## config.mk

```make
export PLATFORM = sky130hd
export DESIGN_NAME = bhsc_top
export DESIGN_NICKNAME = d
export VERILOG_FILES = /design/src/rtl/bhsc_pkg.sv /design/src/rtl/bhsc_line_store.sv /design/src/rtl/bhsc_top.sv
export VERILOG_INCLUDE_DIRS = /design/src /design/src/rtl
export SDC_FILE = /design/constraint.sdc
export NUM_CORES = 1
export LEC_CHECK = 0
export ABC_CLOCK_PERIOD_IN_PS = 3600
export BUFFER_PORTS_ARGS = -buffer_cell sky130_fd_sc_hd__buf_2
export CAP_MARGIN = 30
export CORE_MARGIN = 2
export CORE_UTILIZATION = 35
export DETAILED_ROUTE_END_ITERATION = 8
export GPL_ROUTABILITY_DRIVEN = 0
export SLEW_MARGIN = 20
export SYNTH_ARGS = -nofsm -noshare
export SYNTH_HDL_FRONTEND = slang
export SYNTH_HIERARCHICAL = 1
export SYNTH_SLANG_ARGS = --single-unit
```

## constraint.sdc

```tcl
create_clock -name clk_i -period 3.6 [get_ports clk_i]
set_input_delay 0.18 -clock clk_i [delete_from_list [all_inputs] [get_ports clk_i]]
set_output_delay 0.18 -clock clk_i [all_outputs]
set_load 0.005 [all_outputs]
```

## src/rtl/bhsc_params.svh

```systemverilog
// constants for the bus hold and snoop control block
`ifndef BHSC_PARAMS_SVH
`define BHSC_PARAMS_SVH
`define BHSC_SNOOP_LAT 2'h2
`define BHSC_DIRTY_TAIL 2'h2
`define BHSC_ADDR_W 29
`define BHSC_TAG_W 27
`define BHSC_NLINES 8
`define BHSC_IDX_W 3
`endif

```

## src/rtl/bhsc_pkg.sv

```systemverilog
// types for the bus hold and snoop control block
`default_nettype none
package bhsc_pkg;
    typedef enum logic [1:0] {
        BHSC_ST_INV = 2'h0,
        BHSC_ST_SHR = 2'h1,
        BHSC_ST_EXC = 2'h3,
        BHSC_ST_MOD = 2'h2
    } bhsc_mesi_t;
    typedef enum logic [2:0] {
        BHSC_B_IDLE = 3'h0,
        BHSC_B_T1 = 3'h1,
        BHSC_B_T2 = 3'h3,
        BHSC_B_GRANT = 3'h2,
        BHSC_B_BACKOFF = 3'h6
    } bhsc_bus_t;
    typedef enum logic [1:0] {
        BHSC_S_IDLE = 2'h0,
        BHSC_S_LOOK = 2'h1,
        BHSC_S_WB = 2'h3,
        BHSC_S_TAIL = 2'h2
    } bhsc_snoop_t;
endpackage
`default_nettype wire

```

## src/rtl/bhsc_line_store.sv

```systemverilog
// tag and line-state store with snoop look-up, fill and write policy update
`include "bhsc_params.svh"
`default_nettype none
module bhsc_line_store #(
    parameter int NLINES = `BHSC_NLINES,
    parameter int IDX_W = `BHSC_IDX_W,
    parameter int TAG_W = `BHSC_TAG_W
) (
    input wire logic clk_i,
    input wire logic rst_n_i,
    input wire logic [TAG_W-1:0] look_tag_i,
    output logic look_hit_o,
    output logic look_dirty_o,
    output logic [IDX_W-1:0] look_idx_o,
    input wire logic snoop_upd_i,
    input wire logic snoop_kill_i,
    input wire logic [IDX_W-1:0] snoop_idx_i,
    input wire logic fill_i,
    input wire logic [TAG_W-1:0] fill_tag_i,
    input wire logic write_i,
    input wire logic [TAG_W-1:0] write_tag_i,
    input wire logic policy_wb_i
);
    typedef struct packed {
        logic [NLINES-1:0][TAG_W-1:0] tag;
        bhsc_pkg::bhsc_mesi_t [NLINES-1:0] st;
        logic [IDX_W-1:0] victim;
    } bhsc_store_t;
    bhsc_store_t q;
    bhsc_store_t next_q;
    logic [NLINES-1:0] snp_m;
    logic [NLINES-1:0] wr_m;
    genvar g;
    generate
        for (g = 0; g < NLINES; g++) begin : g_cmp
            assign snp_m[g] = (q.st[g] != bhsc_pkg::BHSC_ST_INV) && (q.tag[g] == look_tag_i);
            assign wr_m[g] = (q.st[g] != bhsc_pkg::BHSC_ST_INV) && (q.tag[g] == write_tag_i);
        end
    endgenerate
    always_comb begin
        look_hit_o = |snp_m;
        look_idx_o = '0;
        look_dirty_o = 1'b0;
        for (int i = 0; i < NLINES; i++) begin
            if (snp_m[i]) begin
                look_idx_o = IDX_W'(i);
                look_dirty_o = (q.st[i] == bhsc_pkg::BHSC_ST_MOD);
            end
        end
    end
    always_comb begin
        next_q = q;
        if (fill_i) begin
            next_q.tag[q.victim] = fill_tag_i;
            next_q.st[q.victim] = policy_wb_i ? bhsc_pkg::BHSC_ST_EXC : bhsc_pkg::BHSC_ST_SHR;
            next_q.victim = q.victim + IDX_W'(1);
        end
        if (write_i) begin
            for (int i = 0; i < NLINES; i++) begin
                if (wr_m[i]) begin
                    if (q.st[i] == bhsc_pkg::BHSC_ST_SHR && policy_wb_i) begin
                        next_q.st[i] = bhsc_pkg::BHSC_ST_EXC;
                    end else if (q.st[i] == bhsc_pkg::BHSC_ST_EXC || q.st[i] == bhsc_pkg::BHSC_ST_MOD) begin
                        next_q.st[i] = bhsc_pkg::BHSC_ST_MOD;
                    end
                end
            end
        end
        // kill or share after a hit
        if (snoop_upd_i) begin
            next_q.st[snoop_idx_i] = snoop_kill_i ? bhsc_pkg::BHSC_ST_INV : bhsc_pkg::BHSC_ST_SHR;
        end
    end
    always_ff @(posedge clk_i or negedge rst_n_i) begin
        if (!rst_n_i) begin
            q <= '0;
        end else begin
            q <= next_q;
        end
    end
endmodule
`default_nettype wire

```

## src/rtl/bhsc_top.sv

```systemverilog
// bus hold, back-off and snoop control for the processor local bus
// Operation
// - fill or write hit goes write-back only with page attr 0 and policy 1.
// - write policy update touches only writes hitting a valid line.
// - back-off aborts the cycle and releases the bus next clock.
// - hold while back-off stays; afterwards rerun aborted cycle from start.
// - data offered while back-off is active is discarded.
// - start strobe may float while low when back-off hits with it.
// - pending output high while a cycle waits, in first clock and holds.
// - pending output drops in the data clocks of a cycle unless the cycle is locked and not a write-back.
// - takeover request: finish cycle or locked run, then float and grant same clock.
// - grant stays until request seen low or back-off; on request low regain bus same clock.
// - core keeps running from cache while bus is granted away.
// - bus hold floats bus outputs, keeps status outputs, ignores inputs except snoop inquiries and back-off.
// - address float request floats upper address and parity next clock.
// - under address float core misses may not start; snoop write-backs, back-off reruns and locked runs may.
// - snoop strobe triggers look-up, match, dirty report and write-back.
// - kill select high invalidates, low shares the hit line.
// - snoop match valid two clocks after strobe, held until next inquiry.
// - dirty valid two clocks after strobe, held to two after last ready.
// - inquiries accepted in address hold and full bus hold.
`include "bhsc_params.svh"
`default_nettype none
module bhsc_top #(
    parameter int ADDR_W = `BHSC_ADDR_W,
    parameter int TAG_W = `BHSC_TAG_W,
    parameter int NLINES = `BHSC_NLINES,
    parameter int IDX_W = `BHSC_IDX_W
) (
    input wire logic clk_i,
    input wire logic rst_n_i,
    input wire logic abort_and_release_n_i,
    input wire logic takeover_request_i,
    input wire logic address_float_request_i,
    input wire logic snoop_address_strobe_n_i,
    input wire logic snoop_kill_select_i,
    input wire logic line_policy_select_i,
    input wire logic burst_ready_n_i,
    input wire logic [ADDR_W-1:0] address_i,
    input wire logic core_req_i,
    input wire logic core_write_i,
    input wire logic core_fill_i,
    input wire logic core_lock_i,
    input wire logic core_cache_hit_i,
    input wire logic core_page_wt_i,
    input wire logic [ADDR_W-1:0] core_addr_i,
    output logic core_stall_o,
    output logic core_done_o,
    output logic [ADDR_W-1:0] address_o,
    output logic address_oe_o,
    output logic address_parity_o,
    output logic ctrl_oe_o,
    output logic cycle_start_strobe_n_o,
    output logic cycle_start_strobe_oe_o,
    output logic write_o,
    output logic lock_n_o,
    output logic page_writethrough_attr_o,
    output logic pending_cycle_out_o,
    output logic takeover_grant_out_o,
    output logic snoop_match_n_o,
    output logic snoop_dirty_out_n_o
);
    // pin inputs pass two flops
    typedef struct packed {
        logic [1:0] abort_and_release_in;
        logic [1:0] hold;
        logic [1:0] address_float_request;
        logic [1:0] snoop_address_strobe;
        logic [1:0] snoop_kill_select;
        logic [1:0] wbwt;
        logic [1:0] rdy;
        logic [ADDR_W-1:0] a1;
        logic [ADDR_W-1:0] a2;
    } bhsc_sync_t;
    typedef struct packed {
        bhsc_pkg::bhsc_bus_t bus;
        bhsc_pkg::bhsc_snoop_t snp;
        logic [1:0] cnt;
        logic hit;
        logic dirty;
        logic kill;
        logic [IDX_W-1:0] idx;
        logic [ADDR_W-1:0] snp_addr;
        logic [ADDR_W-1:0] cyc_addr;
        logic cyc_write;
        logic cyc_fill;
        logic cyc_lock;
        logic cyc_wt;
        logic cyc_wb;
        logic done;
        logic address_float_request_d;
    } bhsc_state_t;
    bhsc_sync_t s;
    bhsc_sync_t next_s;
    bhsc_state_t q;
    bhsc_state_t next_q;
    logic abort_and_release_in;
    logic hold;
    logic address_float_request;
    logic snoop_address_strobe;
    logic rdy;
    logic look_hit;
    logic look_dirty;
    logic [IDX_W-1:0] look_idx;
    logic policy_wb;
    logic fill_now;
    logic write_now;
    logic waiting;

    // ==========================================================
    // input synchronisers
    always_comb begin
        next_s.abort_and_release_in = {s.abort_and_release_in[0], ~abort_and_release_n_i};
        next_s.hold = {s.hold[0], takeover_request_i};
        next_s.address_float_request = {s.address_float_request[0], address_float_request_i};
        next_s.snoop_address_strobe = {s.snoop_address_strobe[0], ~snoop_address_strobe_n_i};
        next_s.snoop_kill_select = {s.snoop_kill_select[0], snoop_kill_select_i};
        next_s.wbwt = {s.wbwt[0], line_policy_select_i};
        next_s.rdy = {s.rdy[0], ~burst_ready_n_i};
        next_s.a1 = address_i;
        next_s.a2 = s.a1;
    end
    always_ff @(posedge clk_i or negedge rst_n_i) begin
        if (!rst_n_i) begin
            s <= '0;
        end else begin
            s <= next_s;
        end
    end
    assign abort_and_release_in = s.abort_and_release_in[1];
    assign hold = s.hold[1];
    assign address_float_request = s.address_float_request[1];
    assign snoop_address_strobe = s.snoop_address_strobe[1];

    // ==========================================================
    // cache line store
    // write-back only when attr 0 and policy 1
    assign policy_wb = ~q.cyc_wt & s.wbwt[1];
    assign rdy = s.rdy[1] & ~abort_and_release_in & (q.bus == bhsc_pkg::BHSC_B_T2);
    assign fill_now = rdy & q.cyc_fill & ~q.cyc_wb;
    assign write_now = rdy & q.cyc_write & ~q.cyc_wb;

    bhsc_line_store #(
        .NLINES(NLINES),
        .IDX_W(IDX_W),
        .TAG_W(TAG_W)
    ) u_store (
        .clk_i(clk_i),
        .rst_n_i(rst_n_i),
        .look_tag_i(q.snp_addr[ADDR_W-1 -: TAG_W]),
        .look_hit_o(look_hit),
        .look_dirty_o(look_dirty),
        .look_idx_o(look_idx),
        .snoop_upd_i(q.snp == bhsc_pkg::BHSC_S_LOOK && q.cnt == 2'h0 && look_hit),
        .snoop_kill_i(q.kill),
        .snoop_idx_i(look_idx),
        .fill_i(fill_now),
        .fill_tag_i(q.cyc_addr[ADDR_W-1 -: TAG_W]),
        .write_i(write_now),
        .write_tag_i(q.cyc_addr[ADDR_W-1 -: TAG_W]),
        .policy_wb_i(policy_wb)
    );

    // ==========================================================
    // bus and snoop sequencing
    always_comb begin
        next_q = q;
        next_q.done = 1'b0;
        next_q.address_float_request_d = address_float_request;
        case (q.snp)
            bhsc_pkg::BHSC_S_IDLE: begin
                if (snoop_address_strobe) begin
                    next_q.snp = bhsc_pkg::BHSC_S_LOOK;
                    next_q.snp_addr = s.a2;
                    next_q.kill = s.snoop_kill_select[1];
                    next_q.cnt = `BHSC_SNOOP_LAT - 2'h1;
                    next_q.hit = 1'b0;
                    next_q.dirty = 1'b0;
                end
            end
            bhsc_pkg::BHSC_S_LOOK: begin
                next_q.cnt = q.cnt - 2'h1;
                if (q.cnt == 2'h0) begin
                    next_q.hit = look_hit;
                    next_q.dirty = look_dirty;
                    next_q.snp = look_dirty ? bhsc_pkg::BHSC_S_WB : bhsc_pkg::BHSC_S_IDLE;
                end
            end
            bhsc_pkg::BHSC_S_WB: begin
                if (q.bus == bhsc_pkg::BHSC_B_T2 && q.cyc_wb && rdy) begin
                    next_q.snp = bhsc_pkg::BHSC_S_TAIL;
                    next_q.cnt = `BHSC_DIRTY_TAIL - 2'h1;
                end
            end
            bhsc_pkg::BHSC_S_TAIL: begin
                next_q.cnt = q.cnt - 2'h1;
                if (q.cnt == 2'h0) begin
                    next_q.dirty = 1'b0;
                    next_q.snp = bhsc_pkg::BHSC_S_IDLE;
                end
            end
            default: next_q.snp = bhsc_pkg::BHSC_S_IDLE;
        endcase
        case (q.bus)
            bhsc_pkg::BHSC_B_IDLE: begin
                if (abort_and_release_in) begin
                    next_q.bus = bhsc_pkg::BHSC_B_BACKOFF;
                end else if (hold) begin
                    next_q.bus = bhsc_pkg::BHSC_B_GRANT;
                end else if (q.snp == bhsc_pkg::BHSC_S_WB) begin
                    next_q.bus = bhsc_pkg::BHSC_B_T1;
                    next_q.cyc_wb = 1'b1;
                    next_q.cyc_addr = q.snp_addr;
                    next_q.cyc_write = 1'b1;
                    next_q.cyc_fill = 1'b0;
                    next_q.cyc_lock = 1'b0;
                    next_q.cyc_wt = 1'b0;
                // no new core miss cycles under address float
                end else if (core_req_i && !core_cache_hit_i && !address_float_request) begin
                    next_q.bus = bhsc_pkg::BHSC_B_T1;
                    next_q.cyc_wb = 1'b0;
                    next_q.cyc_addr = core_addr_i;
                    next_q.cyc_write = core_write_i;
                    next_q.cyc_fill = core_fill_i;
                    next_q.cyc_lock = core_lock_i;
                    next_q.cyc_wt = core_page_wt_i;
                end
            end
            bhsc_pkg::BHSC_B_T1: begin
                next_q.bus = abort_and_release_in ? bhsc_pkg::BHSC_B_BACKOFF : bhsc_pkg::BHSC_B_T2;
            end
            bhsc_pkg::BHSC_B_T2: begin
                if (abort_and_release_in) begin
                    next_q.bus = bhsc_pkg::BHSC_B_BACKOFF;
                end else if (rdy) begin
                    // finish cycle or locked run first
                    next_q.done = ~q.cyc_wb;
                    next_q.bus = (q.cyc_lock && core_req_i && core_lock_i) ? bhsc_pkg::BHSC_B_T1
                                                                           : bhsc_pkg::BHSC_B_IDLE;
                    if (next_q.bus == bhsc_pkg::BHSC_B_T1) begin
                        next_q.cyc_addr = core_addr_i;
                        next_q.cyc_write = core_write_i;
                        next_q.cyc_fill = core_fill_i;
                        next_q.cyc_lock = core_lock_i;
                        next_q.cyc_wt = core_page_wt_i;
                    end
                end
            end
            bhsc_pkg::BHSC_B_GRANT: begin
                // grant held until request seen low or back-off
                if (abort_and_release_in) begin
                    next_q.bus = bhsc_pkg::BHSC_B_BACKOFF;
                end else if (!hold) begin
                    next_q.bus = bhsc_pkg::BHSC_B_IDLE;
                end
            end
            bhsc_pkg::BHSC_B_BACKOFF: begin
                if (!abort_and_release_in) begin
                    next_q.bus = (q.cyc_addr != '0 || q.cyc_write || waiting) && q.done == 1'b0
                                 && (q.cyc_wb || core_req_i) ? bhsc_pkg::BHSC_B_T1 : bhsc_pkg::BHSC_B_IDLE;
                end
            end
            default: next_q.bus = bhsc_pkg::BHSC_B_IDLE;
        endcase
    end
    always_ff @(posedge clk_i or negedge rst_n_i) begin
        if (!rst_n_i) begin
            q <= '0;
        end else begin
            q <= next_q;
        end
    end

    // ==========================================================
    // pin drive
    // core stalls only when it needs the bus
    assign waiting = (core_req_i && !core_cache_hit_i && !q.done) || q.snp == bhsc_pkg::BHSC_S_WB;
    assign core_stall_o = core_req_i & ~core_cache_hit_i & ~q.done;
    assign core_done_o = q.done;
    // pending in first clock and in holds
    // drop during data phase unless the cycle is locked and not a write-back
    assign pending_cycle_out_o = (q.bus == bhsc_pkg::BHSC_B_T1)
                                 || ((q.bus != bhsc_pkg::BHSC_B_T2) && waiting)
                                 || (q.bus == bhsc_pkg::BHSC_B_T2 && !q.cyc_wb && q.cyc_lock);
    assign takeover_grant_out_o = (q.bus == bhsc_pkg::BHSC_B_GRANT);
    assign ctrl_oe_o = (q.bus != bhsc_pkg::BHSC_B_GRANT) && (q.bus != bhsc_pkg::BHSC_B_BACKOFF);
    // upper address floats the clock after address float
    assign address_oe_o = ctrl_oe_o & ~q.address_float_request_d;
    assign address_o = q.cyc_addr;
    assign address_parity_o = ^q.cyc_addr;
    // strobe released at once on back-off, even while low
    assign cycle_start_strobe_n_o = ~(q.bus == bhsc_pkg::BHSC_B_T1);
    assign cycle_start_strobe_oe_o = ctrl_oe_o & ~abort_and_release_in;
    assign write_o = q.cyc_write;
    assign lock_n_o = ~q.cyc_lock;
    assign page_writethrough_attr_o = q.cyc_wt;
    assign snoop_match_n_o = ~q.hit;
    assign snoop_dirty_out_n_o = ~q.dirty;
endmodule
`default_nettype wire

```

After elaboration in Yosys (flattened, before gate mapping)
Index checks and enable logic that the tools add are counted.
{ "op_classes": {"n_mux": 87, "n_eq_ne": 65, "bitwise": 25, "n_addsub": 2, "n_reduce_logical": 85, "order_cmp": 4} }
{ "ops": {"columns": ["op", "count"], "rows": [
  ["27-bit == test", 16],
  ["216-bit bitwise mux", 1],
  ["34-bit two-way mux", 4],
  ["33-bit two-way mux", 3],
  ["27-bit demux with 3-bit select", 1],
  ["2-bit two-way mux", 33],
  ["33-bit one-hot mux with 2 select lines", 1],
  ["3-bit two-way mux", 14],
  ["1-bit logical AND", 41],
  ["2-bit == test (second input constant)", 18],
  ["16-bit bitwise mux", 2],
  ["16-bit two-way mux", 2],
  ["29-bit nonzero test", 1],
  ["29-bit XOR reduction", 1],
  ["27-bit two-way mux", 1],
  ["2-bit nonzero test", 11],
  ["19-bit two-way mux", 1],
  ["2-bit by 1-bit == test with 1-bit output (second input constant)", 9],
  ["1-bit two-way mux", 16],
  ["2-bit inequality test (second input constant)", 8],
  ["4-bit one-hot mux with 4 select lines", 1],
  ["4-bit AND reduction", 4],
  ["3-bit one-hot mux with 5 select lines", 1],
  ["1-bit logical OR", 14],
  ["27 further kinds", 64]
]} }
{ "totals": {"input_bits": 73, "out_inout_bits": 43, "register_bits": 382, "word_cells": 309} }

Longest topological paths before layout
Gate-level depths: netlist (run 1).
{ "depth": {"ltp_word": 15, "ltp_mapped": 14, "ltp_nobuf": 13} }

Cells and area by module
Netlist (run 1), hierarchy kept.
{ "by_module_without_submodules": {"columns": ["module", "instances", "cells_per_inst", "area_each_um2", "seq_area_each_um2"], "rows": [
  ["bhsc_line_store", 1, 1407, 14467.6, 5880.6],
  ["bhsc_top", 1, 510, 6343.6, 3678.5]
]} }

Least setup slack after synthesis (run 1)
No wires, ideal clock.
{ "synth_path": {"path_type": "register to register", "from": "reg q[63] (netlist name)", "to": "reg u_store/q[5] (netlist bit)", "required_time_ns": 3.521, "path_slack_ns": 0.864, "synth_period_minus_slack_ns": 2.736, "setup_time_ns": 0.079, "stages_incl_launch_ff": 14, "n_path_buf": 1, "arrival_time_ns": 2.656, "path_cell_list": "dfrtp_1 buf_2 xor2_1 nor4_1 nand4_1 nor4_2 and2b_1 nand2_1 or4_1 nand2_1 nor2_1 nand2_1 nor3_1 mux2i_1"} }
{ "synth_lines": {"columns": ["element", "line_no", "rtl"], "rows": [
  ["end signal: assignment", "bhsc_line_store.sv:78", "q <= next_q;"],
  ["end: declaration", "bhsc_line_store.sv:29", "bhsc_store_t q;"]
]} }

==> flow_summary.yaml, run 1 <==
global_route:
  grt_pass1_vias: 15800
  globalRouteOverflowTotal: 0
  grt_use_met2: 0.372
  grt_max_degree: 116
  antenna_found_initial: 0
  met3_usage: 0.0377
  grt_use_met1: 0.299
  grt-busiest-layer: "met2"
  grt.total_usage: 0.234
  grt_pass1_wl_um: 106000
cts:
  clock_latency_ps: 590
  root_buffer: "clkbuf_16"
  post-cts-setup-buffers: 0
  cts.path.max_buffers: 3
  cts_tree: "yes"
  clkSinkCount: 382
  htreeDepth: 2
  cts_made_buffers: 44
  path_clk_slew_ps: 60
setup_path:
  critPathMaxFanout: 9
  crit_required_ps: 4090
  crit_arrival_ps: 3930
  crit_chain: "xor2_1 > nor4_1 > nand4_1 > nor4_2 > nor2_1 > nand2_1 > or4_1 > nand2_1 > nor2_1 > nand2b_1 > nor3_1 > mux2i_1"
  critPathSlowestCell: "dfrtp_1"
  critPathKind: "reg2reg"
  startpoint_type: "flip-flop"
  cp-end-kind: "flip-flop"
  max_stage_delay_ps: 740
power:
  p_int_mw: 11.1
  finalPower_mw: 18.6
  cellPowerDensity_nw_per_um2: 763
  swShare: 0.402
  pwr-share-comb: 0.394
  seqPwrFrac: 0.334
  switchingPower_mw: 7.46
  irDropWorstVdd_uv: 1040
  p_leak_nw: 11.2
  pwr-share-clk: 0.272
synth:
  avgSynthCellArea_um2: 10.9
  yosys.area_share.simple: 0.131
  yosys-top-cells-area: "dfrtp_1 46%, xnor2_1 12%, mux2_2 9.3%"
  yosys.area_share.adder: 0.0101
  yosysSeqAreaShare: 0.459
  syn_area_um2: 20800
  synth_largest_area_cell: "dfrtp_1"
  synthesis.nets: 2006
  synth-compound-area-share: 0.0372
  ys_top_cells_by_count: "382 x dfrtp_1, 291 x xnor2_1, 268 x nand2_1"
  synth_top_area_frac: 0.459
  synth_cell_types: 60
  ys_async_sr_fraction: 1.00
  yosysWarnings: 6
  synth.area.mux_share: 0.117
  syn_inst: 1917
  synth_top_family_by_area: "XOR/XNOR gates"
  ys.flop_type: "dfrtp_1"
  synth-edff-count: 0
  synth_seq_cells: 382
  synth-xor-area-share: 0.190
  yosysMostFrequentCell: "dfrtp_1"
die:
  die_x_um: 248
  start_util: 0.353
  core_um2: 58900
  die_area_um2: 61400
  num_rows: 89
  die_y_um: 248
  ios: 116
route:
  vias: 15700
  drtPass1Iterations: 6
  drc: 0
  final_antenna_net_count: 0
  avgViaCountPerCell: 5.42
  drt_iter0_drc: 1545
  routed_wirelength_um: 72000
  wl_per_cell_um: 25.0
run_status:
  status: "finished clean"
hold_path:
  hold_path.class: "in2reg"
timing:
  whs_ps: 41.6
  setup_tns_ps: 0
  period_needed_ps: 3430
  period_share: 0.954
  rsz0062_at_grt: "no"
  slew_viol_final: 0
  max_freq_mhz: 291
  hold_viol: 0
  finalSetupViolCount: 0
  skew_ps: 25.2
  slew_headroom: 0.286
  layout_setup_ws_ps: 166
  tightestPinTransition_ps: 1070
cells_and_area:
  area_delta_synth_final_pct: 16.9
  final_nets: 2169
  finalInstanceArea_um2: 24300
  n_antenna_cell: 0
  layout-drive-gt1-share: 0.253
placed_design:
  port_buffers: 115
  dp_hpwl_um: 51700
  pre_cts_ws_ps: 187
  placed_area_um2: 22200
flow_run:
  drv_cap: 0
-- metrics by stage --
step | std cells | util
2_1_floorplan | 1917 | -
3_3_place_gp | 2764 | 0.378
3_5_place_dp | 2764 | 0.378
4_1_cts | 2886 | 0.412
5_1_grt | 2887 | 0.413
6_report | 2887 | 0.413
-- final cells by class --
class,instances,area (um2)
clock buffer,57,1210
tap,773,967
multi-input combinational,1340,10100
fill,5547,34600
sequential,382,9570
clock inverter,23,424
inverter,49,184
timing repair buffer,263,1850
-- placed cells by master, fill, tap and decap left out, types with 4 or more instances in the layout --
cell type      instances
or4_4                  6
a21o_1                 6
xnor2_1              290
ha_1                  16
mux2_4                29
nor4_1                42
inv_1                 49
o221ai_1               4
nor2_2                 7
o31ai_1                4
and2_1                 6
buf_2                114
mux2_2               171
mux2i_1                7
o21ai_0               50
nand2_1              268
clkbuf_1               8
a21oi_1               44
xor2_1               156
buf_4                102
nand4_1               86
o21ai_1                6
nor4_4                 5
nor4_2                 5
nand3_1               39
clkinv_2               4
bufinv_16             10
dlygate4sd3_1         42
nor2b_1                6
dfrtp_1              375
dfrtp_2                7
nand2b_1               9
clkbuf_8               4
nor2_1                24
clkbuf_16             45
-- critical path: cells and delay by family (launching register included) --
kind	cells	cell delay, ps
xor+xnor	1	140
flops	1	740
mux	1	230
simple gates	10	2230
-- path summary, 6_finish.rpt --
check,slack [ps],cells after the start,endpoint,from
max reg2reg,170,12,u_store/q[3],q[64]
min reg2reg,340,0,s[24],next_s[24]
min in group asynchronous,220,2,q[75],rst_n_i
min,40,3,q[75],core_req_i
max,170,12,u_store/q[3],q[64]
max in group asynchronous,2240,3,s[13],rst_n_i
-- metal layers --
layer / share of wire / up-vias
met3: 0.074 / 226
met1: 0.40 / 7936
li1: - / 6734
met2: 0.46 / 759
met4: 0.066 / 0
met5: 0 / -
-- power by group through the flow --
stage	combinational (mW)	clock [mW]	sequential (mW)
finish	7.31	5.04	6.20
global route	7.68	5.28	6.23
CTS	7.17	5.10	6.13
detailed placement	7.08	0	6.21
global placement	7.06	0	6.17
floorplan	5.24	0	5.24
-- cells by family after synthesis --
| logic type | count (synthesis) |
|---|---|
| AO/OA/AOI/OAI | 134 |
| XOR/XNOR | 449 |
| adder cells (fa/ha/maj) | 17 |
| buffers and inverters | 195 |
| flip-flops | 382 |
| multiplexers | 207 |
| AND/OR/NAND/NOR | 533 |
-- state kept, by name, indices dropped and copies added, names as in the netlist, 29 cells and up --
| name | count |
|---|---|
| next_s | 36 |
| u_store/q | 235 |
| s | 33 |
| q | 43 |
| address_o | 29 |
-- timing repair --
item	CTS	global route
hold buffers	42	0
endpoints found under the hold margin	148	0
setup endpoints to repair	0	7
gates resized for setup	0	8
No activity file was read; power rests on OpenSTA's default activity.
==> inputs of run 2 (changes only) <==
--- a/config.mk
+++ b/config.mk
@@ -6,7 +6,7 @@
 export SDC_FILE = /design/constraint.sdc
 export NUM_CORES = 1
 export LEC_CHECK = 0
-export ABC_CLOCK_PERIOD_IN_PS = 3600
+export ABC_CLOCK_PERIOD_IN_PS = 3800
 export BUFFER_PORTS_ARGS = -buffer_cell sky130_fd_sc_hd__buf_2
 export CAP_MARGIN = 30
 export CORE_MARGIN = 2
==> constraint.sdc (replaced) <==
create_clock -name clk_i -period 3.8 [get_ports clk_i]
set_input_delay 0.19 -clock clk_i [delete_from_list [all_inputs] [get_ports clk_i]]
set_output_delay 0.19 -clock clk_i [all_outputs]
set_load 0.005 [all_outputs]
==> run 2 against run 1 <==
  * Worst hold slack got worse by 9.8 ps
  * Register-to-register slack improved by 80 ps
  * Cell area fell by 1.5%
  * Critical path depth fell by 1
  * Global-route usage fell by 0.12 points
  * First-iteration DRC count rose by 0.39%
  * Wire length fell by 1.6%
  * Via count fell by 0.86%
  * Die area did not move
  * Critical path type unchanged
  * Critical endpoint is now u_store/q[5]
==> flow_summary.yaml, run 2 (synthesis gave the netlist of run 1 again) <==
power:
  irDropWorstVdd_uv: 846
  finalPower_mw: 16.9
  cellPowerDensity_nw_per_um2: 703
  p_leak_nw: 11.0
cts:
  post_cts_resized: 0
  cts.path.max_buffers: 3
  clkSinkCount: 382
  clock_latency_ps: 600
  htreeDepth: 2
  path_clk_slew_ps: 60
  cts_made_buffers: 44
  cts_tree: "yes"
  root_buffer: "clkbuf_16"
  post-cts-setup-buffers: 0
  postCtsHoldBufs: 42
die:
  die_y_um: 248
  num_rows: 89
  core_um2: 58900
  start_util: 0.353
  die_x_um: 248
  die_area_um2: 61400
  ios: 116
timing:
  setup_tns_ps: 0
  period_share: 0.935
  hold_viol: 0
  tightestPinTransition_ps: 1070
  finalSetupViolCount: 0
  rsz0062_at_grt: "no"
  skew_ps: 26.0
  slew_headroom: 0.290
  slew_viol_final: 0
  period_needed_ps: 3550
  max_freq_mhz: 282
cells_and_area:
  top_register: "u_store/q"
  layout-drive-gt1-share: 0.237
  finalInstanceArea_um2: 24000
  multi_input_area_um2: 10100
  nFillCells: 5586
  area_delta_synth_final_pct: 15.2
  n_antenna_cell: 0
  final_cell_mix: "382 x dfrtp_1, 291 x xnor2_1, 267 x nand2_1"
  layout_commonest_cell: "dfrtp_1"
  final_nets: 2138
  regArea_um2: 9560
  largest_reg_flops: 235
route:
  routed_wirelength_um: 70900
  vias: 15500
  drtPass1Iterations: 6
  drc: 0
  drt_iter0_drc: 1551
  final_antenna_net_count: 0
  wl_per_cell_um: 24.8
  avgViaCountPerCell: 5.44
setup_path:
  cp-end-kind: "flip-flop"
  critPathSlowestCell: "xnor2_1"
  crit_required_ps: 4320
  critPathMaxFanout: 10
  crit_chain: "xnor2_1 > nand4_1 > nor4_2 > and2b_1 > nand2_1 > or4_1 > nand2_1 > nor2_1 > nand2_1 > nor3_1 > mux2i_1"
  crit_top_cell: "nand2_1"
  max_stage_delay_ps: 610
  critPathKind: "reg2reg"
  crit_arrival_ps: 4070
  startpoint_type: "flip-flop"
global_route:
  grt.total_usage: 0.233
  grt_max_degree: 92
  antenna_found_initial: 0
  grt_pass1_wl_um: 104000
  globalRouteOverflowTotal: 0
  grt_pass1_vias: 15600
flow_run:
  drv_cap: 0
hold_path:
  hold_path.class: "in2reg"
placed_design:
  port_buffers: 115
  placed_area_um2: 22000
  dp_hpwl_um: 51200
run_status:
  status: "finished clean"
-- run 2: cell types whose count changed in the layout (fill, tap and decap cells not counted), moves of 3 or more --
cell       previous run  this run
bufinv_16            10         4
clkinv_2              4         9
dfrtp_2               7         0
buf_4               102        70
clkbuf_8              4         8
dfrtp_1             375       382
clkinv_4              3         0
-- run 2: critical path, delay by kind of cell (launching register included) --
kind / cells / cell delay (ps)
AND/OR/NAND/NOR: 9 / 2020
XOR/XNOR: 1 / 610
flip-flops: 1 / 590
multiplexers: 1 / 230
-- run 2: where the power goes --
group	leakage [nW]	internal (mW)	switching [mW]
registers	5.07	4.45	1.55
logic	5.16	2.98	3.48
clock network	0.733	2.61	1.79
total	11.0	10.0	6.82
-- run 2: layout make-up --
cell class,count,share of cell area
Multi-Input combinational cell,1340,0.422
Clock buffer,62,0.0530
Timing Repair Buffer,232,0.0684
Tap cell,773,0.0404
Clock inverter,17,0.00945
Sequential cell,382,0.399
Inverter,49,0.00767
-- run 2: routing by layer --
metal	wire, um	global-route usage
met3	4890	0.0388
met1	28400	0.295
met5	0	0
met4	4650	0.133
met2	32900	0.375
-- run 2: worst paths after layout --
kind / from / endpoint / slack [ps] / cells past startpoint
max reg2reg: q[49] / u_store/q[5] / 250 / 11
min reg2reg: next_s[21] / s[21] / 340 / 0
min in group asynchronous: rst_n_i / next_s[69] / 170 / 2
max: q[49] / u_store/q[5] / 250 / 11
min: core_req_i / q[75] / 30 / 3
max in group asynchronous: rst_n_i / u_store/q[22] / 2540 / 3
-- run 2: stage by stage --
step	setup slack (ps)	hold slack, ps	instances	util
after global routing	22.6	42.3	2855	0.407
after CTS	340	12.6	2855	0.407
after floorplan	1060	-106	1917	-
after global placement	452	254	2733	0.374
final	248	31.8	2855	0.407
after detailed placement	382	254	2734	0.374
